<file path="config.mk">
export PLATFORM = sky130hd
export DESIGN_NAME = drec_entry
export DESIGN_NICKNAME = d
export VERILOG_FILES = /design/src/design/drec_pkg.sv /design/src/design/drec_sync.sv /design/src/design/drec_entry.sv
export SDC_FILE = /design/constraint.sdc
export NUM_CORES = 1
export LEC_CHECK = 0
export BUFFER_PORTS_ARGS = -buffer_cell sky130_fd_sc_hd__buf_2
export CAP_MARGIN = 5
export CORE_MARGIN = 2
export CORE_UTILIZATION = 50
export DETAILED_ROUTE_END_ITERATION = 8
export GPL_ROUTABILITY_DRIVEN = 0
export PLACE_DENSITY = 0.74
export SYNTH_ARGS = -nofsm -noshare
export SYNTH_HDL_FRONTEND = slang
export SYNTH_SLANG_ARGS = --single-unit
</file>
<file path="constraint.sdc">
create_clock -name core_clk -period 1.7 [get_ports core_clk]
set_input_delay 0.51 -clock core_clk [delete_from_list [all_inputs] [get_ports core_clk]]
set_output_delay 0.51 -clock core_clk [all_outputs]
set_load 0.02 [all_outputs]
</file>
<file path="src/design/drec_pkg.sv">
// Package for the debug request entry control block.
// Assumes a single core clock domain; all pins arrive asynchronously.
`default_nettype none
package drec_pkg;
    localparam int unsigned CORE_CLK_MHZ = 50;
    localparam int unsigned WORD_W       = 8;
    localparam int unsigned ACK_CYCLES   = 4;
    localparam int unsigned ACK_CNT_W    = 3;
    localparam int unsigned SYNC_STAGES  = 2;
    localparam logic [ACK_CNT_W-1:0] ACK_LAST = ACK_CNT_W'(ACK_CYCLES - 1);
    localparam logic [ACK_CNT_W-1:0] ACK_ZERO = 3'h0;
    localparam logic SOUT_IDLE = 1'b1;
    localparam logic SOUT_ACK  = 1'b0;

    typedef enum logic [4:0] {
        S_RUN  = 5'b0_0001,
        S_WAIT = 5'b0_0010,
        S_ACK  = 5'b0_0100,
        S_REL  = 5'b0_1000,
        S_DBG  = 5'b1_0000
    } drec_state_e;

    typedef struct packed {
        logic req_n;
        logic sclk;
        logic sin;
    } drec_pins_s;

    // Idle pin levels: request pulled up, serial clock and data pulled down
    localparam drec_pins_s PINS_IDLE = '{req_n: 1'b1, sclk: 1'b0, sin: 1'b0};
endpackage : drec_pkg
`default_nettype wire

</file>
<file path="src/design/drec_sync.sv">
// Two-stage synchroniser for a group of asynchronous pins.
// Assumes the inputs are steady for at least two core clock periods.
`default_nettype none
module drec_sync #(
    parameter int unsigned W       = 3,
    parameter logic [W-1:0] RST_VAL = '1
) (
    // Clock and reset
    input  wire logic         core_clk,
    input  wire logic         rstn,
    // Pins in, synchronised out
    input  wire logic [W-1:0] async_i,
    output var  logic [W-1:0] sync_o
);
    logic [W-1:0] meta_q;
    logic [W-1:0] meta_d;
    logic [W-1:0] sync_q;
    logic [W-1:0] sync_d;

    always_comb begin
        meta_d = async_i;
        sync_d = meta_q;
    end

    always_ff @(posedge core_clk or negedge rstn) begin
        if (!rstn) begin
            meta_q <= RST_VAL;
            sync_q <= RST_VAL;
        end else begin
            meta_q <= meta_d;
            sync_q <= sync_d;
        end
    end

    assign sync_o = sync_q;

    a_sync_two_flop: assert property (@(posedge core_clk) disable iff (!rstn)
        $past(rstn, 2) |-> sync_o == $past(async_i, 2))
        else $error("Synchroniser latency is not two cycles");
endmodule : drec_sync
`default_nettype wire

</file>
<file path="src/design/drec_entry.sv">
// Debug request entry control: enters debug mode, acknowledges on the
// serial output, resets the command controller and shifts serial words.
// Assumes the core reports instruction completion and low-power state.
`default_nettype none
module drec_entry
    import drec_pkg::*;
#(
    parameter int unsigned W = drec_pkg::WORD_W
) (
    // Clock and reset
    input  wire logic         core_clk,
    input  wire logic         rstn,
    // Debug pins
    input  wire logic         debug_request_n,
    input  wire logic         debug_serial_clock,
    input  wire logic         debug_serial_in,
    output var  logic         debug_serial_out,
    // Core status
    input  wire logic         instr_done,
    input  wire logic         low_power,
    input  wire logic         debug_exit,
    // Core control
    output var  logic         save_pipeline,
    output var  logic         debug_halt,
    output var  logic         debug_mode,
    output var  logic         cmd_ctrl_reset,
    // Command words
    output var  logic         cmd_valid,
    output var  logic [W-1:0] cmd_word,
    input  wire logic         tx_load,
    input  wire logic [W-1:0] tx_word
);
    import drec_pkg::*;

    localparam int unsigned CNT_W = $clog2(W);
    localparam logic [CNT_W-1:0] BIT_LAST = CNT_W'(W - 1);
    localparam logic [CNT_W-1:0] BIT_ZERO = '0;

    drec_pins_s  pins_a;
    drec_pins_s  pins_s;
    drec_state_e state_q, state_d;
    logic [ACK_CNT_W-1:0] ack_cnt_q, ack_cnt_d;
    logic         sclk_q, sclk_d;
    logic         sclk_fall, sclk_rise;
    logic [W-1:0] rx_q, rx_d;
    logic [CNT_W-1:0] bit_q, bit_d;
    logic [W-1:0] tx_q, tx_d;
    logic         sout_q, sout_d;
    logic         save_q, save_d;
    logic         halt_q, halt_d;
    logic         mode_q, mode_d;
    logic         crst_q, crst_d;
    logic         cval_q, cval_d;
    logic [W-1:0] cword_q, cword_d;

    assign pins_a = '{req_n: debug_request_n, sclk: debug_serial_clock,
                      sin: debug_serial_in};

    // Reset to idle pin levels so no false serial clock edge follows reset
    drec_sync #(.W($bits(drec_pins_s)), .RST_VAL(PINS_IDLE)) u_sync (
        .core_clk (core_clk),
        .rstn     (rstn),
        .async_i  (pins_a),
        .sync_o   (pins_s)
    );

    assign sclk_fall = sclk_q & ~pins_s.sclk;
    assign sclk_rise = ~sclk_q & pins_s.sclk;

    // Entry state machine
    always_comb begin
        state_d   = state_q;
        ack_cnt_d = ACK_ZERO;
        save_d    = 1'b0;
        crst_d    = 1'b0;
        unique case (state_q)
            S_RUN: begin
                if (!pins_s.req_n && low_power) begin
                    state_d = S_ACK;
                    save_d  = 1'b1;
                end else if (!pins_s.req_n) begin
                    state_d = S_WAIT;
                end
            end
            S_WAIT: begin
                if (instr_done) begin
                    state_d = S_ACK;
                    save_d  = 1'b1;
                end
            end
            S_ACK: begin
                ack_cnt_d = ack_cnt_q + 1'b1;
                if (ack_cnt_q == ACK_LAST) begin
                    state_d   = S_REL;
                    ack_cnt_d = ACK_ZERO;
                end
            end
            S_REL: begin
                if (pins_s.req_n) begin
                    state_d = S_DBG;
                end
            end
            S_DBG: begin
                if (!pins_s.req_n) begin
                    state_d = S_ACK;
                    crst_d  = 1'b1;
                end else if (debug_exit) begin
                    state_d = S_RUN;
                end
            end
        endcase
        halt_d = (state_d != S_RUN) && (state_d != S_WAIT);
        mode_d = (state_d == S_DBG);
    end

    always_ff @(posedge core_clk or negedge rstn) begin
        if (!rstn) begin
            state_q   <= S_RUN;
            ack_cnt_q <= ACK_ZERO;
            save_q    <= 1'b0;
            crst_q    <= 1'b0;
            halt_q    <= 1'b0;
            mode_q    <= 1'b0;
        end else begin
            state_q   <= state_d;
            ack_cnt_q <= ack_cnt_d;
            save_q    <= save_d;
            crst_q    <= crst_d;
            halt_q    <= halt_d;
            mode_q    <= mode_d;
        end
    end

    // Serial shifting, only while idle in debug mode
    always_comb begin
        sclk_d  = pins_s.sclk;
        rx_d    = rx_q;
        bit_d   = bit_q;
        tx_d    = tx_q;
        cval_d  = 1'b0;
        cword_d = cword_q;
        if (state_q != S_DBG) begin
            bit_d = BIT_ZERO;
            tx_d  = '1;
        end else begin
            if (sclk_fall) begin
                rx_d  = {rx_q[W-2:0], pins_s.sin};
                bit_d = bit_q + 1'b1;
                if (bit_q == BIT_LAST) begin
                    bit_d   = BIT_ZERO;
                    cval_d  = 1'b1;
                    cword_d = {rx_q[W-2:0], pins_s.sin};
                end
            end
            if (tx_load) begin
                tx_d = tx_word;
            end else if (sclk_rise) begin
                tx_d = {tx_q[W-2:0], SOUT_IDLE};
            end
        end
        sout_d = (state_q == S_ACK) ? SOUT_ACK : tx_q[W-1];
    end

    always_ff @(posedge core_clk or negedge rstn) begin
        if (!rstn) begin
            sclk_q  <= 1'b0;
            rx_q    <= '0;
            bit_q   <= BIT_ZERO;
            tx_q    <= '1;
            cval_q  <= 1'b0;
            cword_q <= '0;
            sout_q  <= SOUT_IDLE;
        end else begin
            sclk_q  <= sclk_d;
            rx_q    <= rx_d;
            bit_q   <= bit_d;
            tx_q    <= tx_d;
            cval_q  <= cval_d;
            cword_q <= cword_d;
            sout_q  <= sout_d;
        end
    end

    assign debug_serial_out = sout_q;
    assign save_pipeline    = save_q;
    assign debug_halt       = halt_q;
    assign debug_mode       = mode_q;
    assign cmd_ctrl_reset   = crst_q;
    assign cmd_valid        = cval_q;
    assign cmd_word         = cword_q;

    // Checks
    a_run_to_wait: assert property (@(posedge core_clk) disable iff (!rstn)
        state_q == S_RUN && !pins_s.req_n && !low_power |=> state_q == S_WAIT ##0 !debug_halt
    ) else $error("Request did not wait for instruction end");
    a_save_on_done: assert property (@(posedge core_clk) disable iff (!rstn)
        state_q == S_WAIT && instr_done |=> save_pipeline && state_q == S_ACK
    ) else $error("Pipeline not saved at instruction end");
    a_debug_halts: assert property (@(posedge core_clk) disable iff (!rstn)
        state_q == S_DBG && !debug_exit |=> debug_halt
    ) else $error("Core not halted in debug mode");
    a_lowpower_entry: assert property (@(posedge core_clk) disable iff (!rstn)
        state_q == S_RUN && !pins_s.req_n && low_power |=> state_q == S_ACK ##0 save_pipeline
    ) else $error("Low-power request did not acknowledge");
    a_ack_pulse_len: assert property (@(posedge core_clk) disable iff (!rstn)
        $rose(state_q == S_ACK) |=> !debug_serial_out [*4] ##1 debug_serial_out
    ) else $error("Acknowledge pulse wrong length");
    a_ctrl_reset: assert property (@(posedge core_clk) disable iff (!rstn)
        state_q == S_DBG && !pins_s.req_n |=> cmd_ctrl_reset && state_q == S_ACK
    ) else $error("Controller reset handshake missing");
    a_hold_release: assert property (@(posedge core_clk) disable iff (!rstn)
        state_q == S_REL && !pins_s.req_n |=> state_q == S_REL && !cmd_valid
    ) else $error("Left release wait while request held");
    a_rx_on_fall: assert property (@(posedge core_clk) disable iff (!rstn)
        state_q == S_DBG && !sclk_fall |=> $stable(bit_q)
    ) else $error("Input shifted without falling edge");
    a_rx_msb_first: assert property (@(posedge core_clk) disable iff (!rstn)
        $rose(cmd_valid) |-> cmd_word[0] == $past(pins_s.sin)
    ) else $error("Last bit received is not least significant");

    c_lowpower: cover property (@(posedge core_clk) disable iff (!rstn)
        state_q == S_RUN && !pins_s.req_n && low_power);
    c_ctrl_reset: cover property (@(posedge core_clk) disable iff (!rstn) cmd_ctrl_reset);
    c_cmd_word: cover property (@(posedge core_clk) disable iff (!rstn) cmd_valid);
endmodule : drec_entry
`default_nettype wire

</file>
==> results.toml, run 1 <==
[yosys]
synth_top_area_share_pct = 42.3
syn_avg_cell_area_um2 = 11.6
yosys_register_bits = 47
ys_seq_area_share_pct = 57.6
syn_nets = 198
yosys_warnings = 0
syn_inst = 178
synthTopCellsByArea = "dfrtp_1 42%, dfstp_2 15%, mux2_2 8.2%"
synth_ff_type = "dfrtp_1"
synthDistinctLibCells = 39
synth_top_cell_by_area = "dfrtp_1"
netlist_area_um2 = 2070
synth-async-reset-ratio_pct = 100
synth_enable_flop_cells = 0

[setup_path]
worstPathCellList = "or3_4 > o221ai_2 > o21ai_1 > nand4b_1 > a2111o_1"
slowest_stage = "dfrtp_2"
reg2reg_from = "state_q[4]"
cp.required_ns = 1.88
worstPathMaxFanout = 7
worst-setup-path-type = "flop to flop"
endpoint_kind = "flop"
crit_path_max_incr_delay_ns = 0.46
cp.arrival_ns = 1.90
start_kind = "flop"
setup.worst_path.start = "state_q[4]"

[cts]
clk_pin_slew_ns = 0.09
clk_latency_ns = 0.30
cts-buffers-inserted = 5
htree_levels = 2
cts-root-buf = "clkbuf_8"
cts_hold_buf = 0
clock_path_buffers = 2
post_cts_buffers = 0
cts.sinks = 47
cts_tree = "yes"

[global_routing]
grt_remaining_overflow = 0
grt_pass1_wl_mm = 6.06
grt_pass1_vias = 1404
antenna_found_initial = 0
grt_max_degree = 18
track_usage_pct = 17.8

[status]
status = "finished, violations left"
violations = "setup timing"

[detailed_routing]
wl_per_cell_um = 13.8
vias = 1466
met1_length_mm = 1.71
drt-initial-drc-count = 32
route.met2.wl_mm = 1.91
drt-total-wl_mm = 3.82
highest_layer = "met4"
routed_via_density = 5.31
first_pass_iters = 4
ant_nets = 0
drc = 0
routed-wl-met3_um = 121

[final_layout]
fin_util_pct = 63.1
synthToLayoutAreaGrowth_pct = 22.0
n_antenna_cell = 0
layout_common_cells = "33 x dfrtp_1, 30 x buf_2, 16 x buf_4, 15 x mux2_2"
fillers = 326
multi_input_area_um2 = 830
seq_area_um2 = 1190
drive_gt1_share_pct = 40.7
stdcell_area_um2 = 2520
fin_cells = 276
final_common_cell = "dfrtp_1"
nNetsFinal = 245

[sta]
fin_skew_ns = 0.00764
worst_slack_ns = -0.0202
worst_pin_slew_ns = 0.422
fin_crit_sh_pct = 101
fin_setup_tns_ns = -0.0202
grt_setup_unrepaired = "yes"
hold_viol = 0
maxSlewViolCount = 0
period_needed_ns = 1.72
max_slew_margin_pct = 71.7
setup_violations = 1
max_freq_ghz = 0.581

[placed_design]
dp.cells = 267
io_buffers = 30
dp_hpwl_mm = 2.91
place_ws_ns = -0.0198
place_area_um2 = 2390

[floorplan]
row_count = 23
io_pins = 31
core_um2 = 4000
initial_utilization_pct = 51.7
die_h_um = 68.3
die-area_um2 = 4670
die_w_um = 68.3

[pwr]
power_leakage_nw = 1.27
ir_drop_v = 0.000696
powerDensity_nw_per_um2 = 1110

[job]
max_cap_violations = 0

[hold_path]
hp-class = "input pin to asynchronous set/reset pin"
-- worst paths after layout --
check	slack, ns	cells after the start	endpoint
setup reg to reg	-0.02	5	debug_halt
hold / removal	0.13	1	sclk_q
max in group asynchronous	1.04	2	bit_q[0]
min in group core_clk	0.30	1	u_sync.meta_q[2]
hold reg to reg	0.36	0	u_sync.sync_o[1]
setup / recovery	-0.02	5	debug_halt
-- routing by layer --
metal	up-vias	GRT usage [%]
met5	-	0
met4	0	9.50
met3	10	2.96
met2	34	29.1
met1	707	22.7
li1	715	-
-- what timing repair did --
| action | CTS | global route |
|---|---|---|
| cloned | 0 | 1 |
| setup endpoints to repair | 9 | 10 |
| gates resized for setup | 2 | 2 |
| hold endpoints to repair | 0 | 0 |
| pin swaps | 0 | 1 |
-- per-stage QoR --
step                      power (mW)  hold slack [ns]
after global routing            2.94            0.142
after global placement          1.93            0.334
after CTS                       2.81            0.132
after detailed placement        1.95            0.337
after floorplan                 1.72            0.214
final                           2.79            0.128
-- cell families after synthesis --
logic type	after synthesis	synth area share (%)
fa+ha+maj	3	1.82
flops	47	57.6
compound gates	31	10.5
mux	19	10.1
xor+xnor	1	0.424
buf+inv	15	3.33
simple gates	62	16.3
-- layout make-up --
type                    instances  share of cell area [%]
clock buffers                   6                    3.27
clock inverters                 2                    1.54
inverters                       7                    1.04
multi-input cells             117                    32.9
flip-flops and latches         47                    47.3
well taps                      50                    2.48
repair buffers                 47                    11.5
-- synthesized netlist by cell type, types with 4 or more instances --
cell type and instances:
nand2_1 13, buf_2 4, nand3_1 4, inv_1 7, mux2i_1 4, mux2_2 15, o21ai_0 10, nor2_1 14
dfstp_2 12, a211o_1 7, nor3_1 4, nor2b_1 10, a21oi_1 4, dfrtp_1 35
-- sequential cells by signal, indices dropped and copies added (netlist names), 3 cells and up --
name and cells:
cmd_word 8, tx_q 8, state_q 5, u_sync.sync_o 3, bit_q 3, u_sync.meta_q 3, rx_q 7, ack_cnt_q 3
-- worst max-delay path, delay by kind of cell (launching register included) --
kind,cells,cell delay (ns)
compound gates,3,0.54
flops,1,0.46
simple gates,2,0.61
-- report_power, final --
group          total, mW  switching (mW)  internal, mW
Clock              0.850           0.366         0.483
Combinational      0.644           0.357         0.286
Sequential          1.30          0.0747          1.23
Total               2.79           0.798          2.00
No activity file was read; power rests on OpenSTA's default activity.
==> inputs of run 2 (changes only) <==
SYNTH_HIERARCHICAL = 1   (was unset)
==> run 2 against run 1 <==
  * The flow now finishes without violations
  * Register-to-register slack improved by 0.04 ns
  * Hold slack improved by 0.054 ns
  * Routed wire length decreased by 2.0%
  * Clock skew decreased by 0.00089 ns
  * Sequential power about the same
  * Fmax increased by 2.2%
  * Count of clock-buffer cells in the layout unchanged
  * Sequential share of layout area increased by 0.71 points
  * Utilization decreased by 0.61 points
  * Final area decreased by 1.7%
  * Die area decreased by 0.63%
  * Power decreased by 3.6%
==> results.toml, run 2 <==
[floorplan]
initial_utilization_pct = 51.7
die_w_um = 68.1
die-area_um2 = 4640
die_h_um = 68.1
row_count = 23
io_pins = 31
core_um2 = 3970

[setup_path]
worstPathMaxFanout = 9
cp.required_ns = 1.88
reg2reg_from = "state_q[2]"
setup.worst_path.start = "state_q[2]"
cp.arrival_ns = 1.86
reg2reg_depth = 6
ff2ff_setup_slack_ns = 0.02
endpoint_kind = "flop"
r2r_end = "cmd_word[2]"
worst-setup-path-type = "flop to flop"
start_kind = "flop"

[sta]
maxSlewViolCount = 0
grt_setup_unrepaired = "yes"
fin_crit_sh_pct = 99.0
worst_pin_slew_ns = 0.515
max_slew_margin_pct = 65.5
fin_skew_ns = 0.00675
hold_viol = 0
period_needed_ns = 1.68
setup_violations = 0
max_freq_ghz = 0.594

[yosys]
synth_top_area_share_pct = 42.6
synthTopCellsByArea = "dfrtp_1 43%, dfstp_2 15%, mux2_2 8.2%"
synth_top_cell_by_area = "dfrtp_1"
syn_nets = 194
yosys_warnings = 6
synth_ff_type = "dfrtp_1"
syn_inst = 174
syn_avg_cell_area_um2 = 11.8
synth_commonest_cells = "35 x dfrtp_1, 15 x mux2_2, 15 x nand2_1"
yosys_register_bits = 47
synth-async-reset-ratio_pct = 100
yosysMostFrequentCell = "dfrtp_1"
synthDistinctLibCells = 39
ys_seq_area_share_pct = 58.0
synth_enable_flop_cells = 0
netlist_area_um2 = 2050

[detailed_routing]
routed_via_density = 5.29
drt-initial-drc-count = 89
first_pass_iters = 5
drt-total-wl_mm = 3.74
drc = 0
ant_nets = 0
vias = 1424
wl_per_cell_um = 13.9

[placed_design]
dp.cells = 260
place_area_um2 = 2350
dp_hpwl_mm = 2.66
io_buffers = 30

[final_layout]
fin_cells = 269
fillers = 330
final_common_cell = "dfrtp_1"
fin_util_pct = 62.5
n_antenna_cell = 0
synthToLayoutAreaGrowth_pct = 20.8
layout_common_cells = "35 x dfrtp_1, 30 x buf_2, 15 x nand2_1, 15 x mux2_2, 13 x buf_4"
multi_input_area_um2 = 781
nNetsFinal = 238
drive_gt1_share_pct = 39.7
stdcell_area_um2 = 2480
seq_area_um2 = 1190

[cts]
htree_levels = 2
cts-root-buf = "clkbuf_8"
clk_latency_ns = 0.29
cts.sinks = 47
cts-buffers-inserted = 5
cts_tree = "yes"
clock_path_buffers = 2
clk_pin_slew_ns = 0.08

[pwr]
power_leakage_nw = 1.24
powerDensity_nw_per_um2 = 1080
ir_drop_v = 0.000591

[global_routing]
grt_pass1_vias = 1425
antenna_found_initial = 0
grt_pass1_wl_mm = 6.14
grt_remaining_overflow = 0
track_usage_pct = 18.0
grt_max_degree = 48

[status]
status = "complete, no violations"

[job]
max_cap_violations = 0

[hold_path]
hp-class = "input pin to asynchronous set/reset pin"
-- run 2: timing repair --
| action | 4_1_cts | 5_1_grt |
|---|---|---|
| endpoints found under the setup margin | 10 | 14 |
| hold buffers | 0 | 0 |
| resized for setup | 2 | 2 |
| setup buffers | 0 | 1 |
-- run 2: worst max-delay path, cell delays in order, from the launching register on --
cell and delay, ns:
dfrtp_1 0.43, nor2_4 0.13, nand3_2 0.08, or2_4 0.26
nor3_4 0.20, buf_12 0.15, mux2_2 0.33
-- run 2: area by class of cell --
cell class,count,share of cell area (%)
sequential,47,48.0
multi-input combinational,108,31.5
timing repair buffer,46,12.1
clock buffer,6,2.92
tap,50,2.52
clock inverter,2,1.51
inverter,10,1.51
-- run 2: logic make-up (layout without fill, tap and decap cells) --
family / Yosys count / count (layout) / share of synthesized area, %
and+or+nand+nor: 54 / 54 / 14.8
DFF: 47 / 47 / 58.0
AOI/OAI and AO/OA: 32 / 32 / 10.7
buffers and inverters: 19 / 64 / 4.63
muxes: 17 / 17 / 9.20
adders and majority gates: 3 / 3 / 1.83
xor gates and xnor gates: 2 / 2 / 0.853
-- run 2: metrics by stage --
step | power (mW) | setup WS, ns | TNS, ns | hold WS [ns]
after global placement | 1.87 | -0.0170 | -0.0170 | 0.334
after floorplan | 1.72 | -0.137 | -1.56 | 0.214
after detailed placement | 1.90 | -0.0593 | -0.154 | 0.349
after CTS | 2.70 | 0.00438 | 0 | 0.182
after global routing | 2.85 | -0.0519 | -0.334 | 0.190
final | 2.69 | 0.0166 | 0 | 0.183
-- run 2: report_power, final --
part	total, mW	leakage [nW]	internal, mW	switching, mW
Clock	0.781	0.0514	0.438	0.342
Sequential	1.28	0.594	1.22	0.0612
Combinational	0.634	0.595	0.278	0.356
Total	2.69	1.24	1.93	0.760
-- run 2: layer usage --
layer | up-vias | share of wire, % | track usage, % | wire length, µm
met5 | - | 0 | 0 | 0
met4 | 0 | 0.99 | 8.50 | 37
met3 | 5 | 5.9 | 4.44 | 220
met2 | 47 | 51 | 28.9 | 1910
met1 | 685 | 42 | 22.8 | 1570
li1 | 687 | - | - | -
-- run 2: how the worst max path moves through the flow --
stage,end
after floorplan,cmd_word[0]
after global placement,debug_halt
after detailed placement,debug_halt
after CTS,cmd_word[1]
after global routing,debug_halt
final,cmd_word[2]
==> inputs of run 3 (changes only) <==
MAX_ROUTING_LAYER = met4   (was unset)
==> run 3 against run 2 <==
  * Routed wire length increased by 0.35%
  * Final cell count unchanged
  * Utilization unchanged
  * Die area unchanged
  * Global-route usage increased by 0.52 points
  * Largest cell class unchanged
  * Register-to-register slack about the same
  * Sequential cell count unchanged
  * Highest routed layer unchanged
  * Clock skew about the same
  * Final area unchanged
  * Via count increased by 1.5%
  * Worst setup slack got worse by 0.012 ns
  * Clock power about the same
==> results.toml, run 3 (synthesis gave the netlist of run 2 again) <==
[pwr]
powerDensity_nw_per_um2 = 1090
ir_drop_v = 0.000591
combPwrFrac_pct = 23.7
intPower_mw = 1.93
p_total_mw = 2.70
switching_share_pct = 28.4
power_leakage_nw = 1.24
p_sw_mw = 0.765
sequentialPowerShare_pct = 47.4
clkPwrFrac_pct = 29.0

[setup_path]
reg2reg_depth = 6
setup.worst_path.start = "state_q[2]"
ff2ff_setup_slack_ns = 0.005
r2r_end = "debug_halt"
cp.required_ns = 1.86
endpoint_kind = "flop"
reg2reg_from = "state_q[2]"
slowest_stage = "dfrtp_1"
worstPathCellList = "buf_4 > nor4_2 > xor2_1 > a32o_1 > a31oi_1 > o211ai_1"
worst-setup-path-type = "flop to flop"
worstPathMaxFanout = 7
cp.arrival_ns = 1.86
crit_path_max_incr_delay_ns = 0.44
start_kind = "flop"

[detailed_routing]
ant_nets = 0
drt-initial-drc-count = 74
drt-total-wl_mm = 3.76
vias = 1446
drc = 0
first_pass_iters = 4
routed_via_density = 5.38
wl_per_cell_um = 14.0

[cts]
cts.sinks = 47
htree_levels = 2
cts_tree = "yes"
cts-buffers-inserted = 5
clk_pin_slew_ns = 0.08
clock_path_buffers = 2
clk_latency_ns = 0.29
cts_hold_buf = 0
cts-root-buf = "clkbuf_8"

[final_layout]
layout_common_cells = "35 x dfrtp_1, 30 x buf_2, 15 x nand2_1, 15 x mux2_2, 13 x buf_4"
multi_input_area_um2 = 781
seq_area_um2 = 1190
final_common_cell = "dfrtp_1"
n_antenna_cell = 0
fin_cells = 269
drive_gt1_share_pct = 39.7
synthToLayoutAreaGrowth_pct = 20.8
nNetsFinal = 238
fillers = 330
stdcell_area_um2 = 2480

[placed_design]
dp_hpwl_mm = 2.66
io_buffers = 30
dp.cells = 260
place_ws_ns = -0.0593
place_area_um2 = 2350

[global_routing]
antenna_found_initial = 0
track_usage_pct = 18.5
met1_usage_pct = 22.8
grt_max_degree = 48
grt_remaining_overflow = 0
grt_pass1_vias = 1426
grt.busiest_layer = "met2"
grt_pass1_wl_mm = 6.13
gr-usage-met3_pct = 4.44
grt_use_met2_pct = 28.9

[sta]
hold_viol = 0
max_freq_ghz = 0.590
grt_setup_unrepaired = "yes"
worst_pin_slew_ns = 0.509
fin_setup_tns_ns = 0
setup_violations = 0
fin_skew_ns = 0.00655
max_slew_margin_pct = 65.9
period_needed_ns = 1.70
fin_crit_sh_pct = 99.7
worst_slack_ns = 0.00455
maxSlewViolCount = 0

[floorplan]
core_um2 = 3970
io_pins = 31
die_w_um = 68.1
row_count = 23
die-area_um2 = 4640
die_h_um = 68.1
initial_utilization_pct = 51.7

[status]
status = "complete, no violations"

[hold_path]
hp-class = "input pin to asynchronous set/reset pin"

[job]
max_cap_violations = 0
run 3: cell counts in the layout (fill, tap and decap cells not counted):
Identical to the previous run, type by type.
run 3: metrics by stage:
stage | util (%) | hold slack, ns
finish | 62.5 | 0.186
global route | 62.5 | 0.190
CTS | 62.0 | 0.182
detailed placement | 59.1 | 0.349
global placement | 59.1 | 0.334
floorplan | - | 0.214
run 3: area by class of cell:
class | count | share of cell area [%]
clock buffer | 6 | 2.92
clock inverter | 2 | 1.51
inverter | 10 | 1.51
multi-input combinational | 108 | 31.5
sequential | 47 | 48.0
tap | 50 | 2.52
timing repair buffer | 46 | 12.1
run 3: how the worst max path moves through the flow:
stage                        to  slack, ns
floorplan           cmd_word[0]      -0.14
global placement     debug_halt      -0.02
detailed placement   debug_halt      -0.06
CTS                 cmd_word[1]      0.004
global route         debug_halt      -0.05
finish               debug_halt      0.005
run 3: repair_timing:
item,CTS,global route
resized for setup,2,2
buffers inserted,0,1
endpoints found under the setup margin,10,14
run 3: power groups by stage:
| stage | combinational, mW | clock, mW | sequential (mW) |
|---|---|---|---|
| after floorplan | 0.425 | 0 | 1.29 |
| after global placement | 0.581 | 0 | 1.29 |
| after detailed placement | 0.608 | 0 | 1.30 |
| after CTS | 0.613 | 0.813 | 1.28 |
| after global routing | 0.708 | 0.853 | 1.28 |
| final | 0.638 | 0.782 | 1.28 |
run 3: critical path, delay by kind of cell, from the launching register on:
| kind | cells | cell delay (ns) |
|---|---|---|
| xor gates and xnor gates | 1 | 0.10 |
| DFF | 1 | 0.44 |
| AOI/OAI and AO/OA | 3 | 0.56 |
| and+or+nand+nor | 1 | 0.29 |
| buffers and inverters | 1 | 0.19 |
run 3: per-layer routing:
layer  share of wire (%)  wire length, µm
met5                   0                0
met4                 1.4               53
met3                 6.3              236
met2                  50             1880
met1                  42             1590
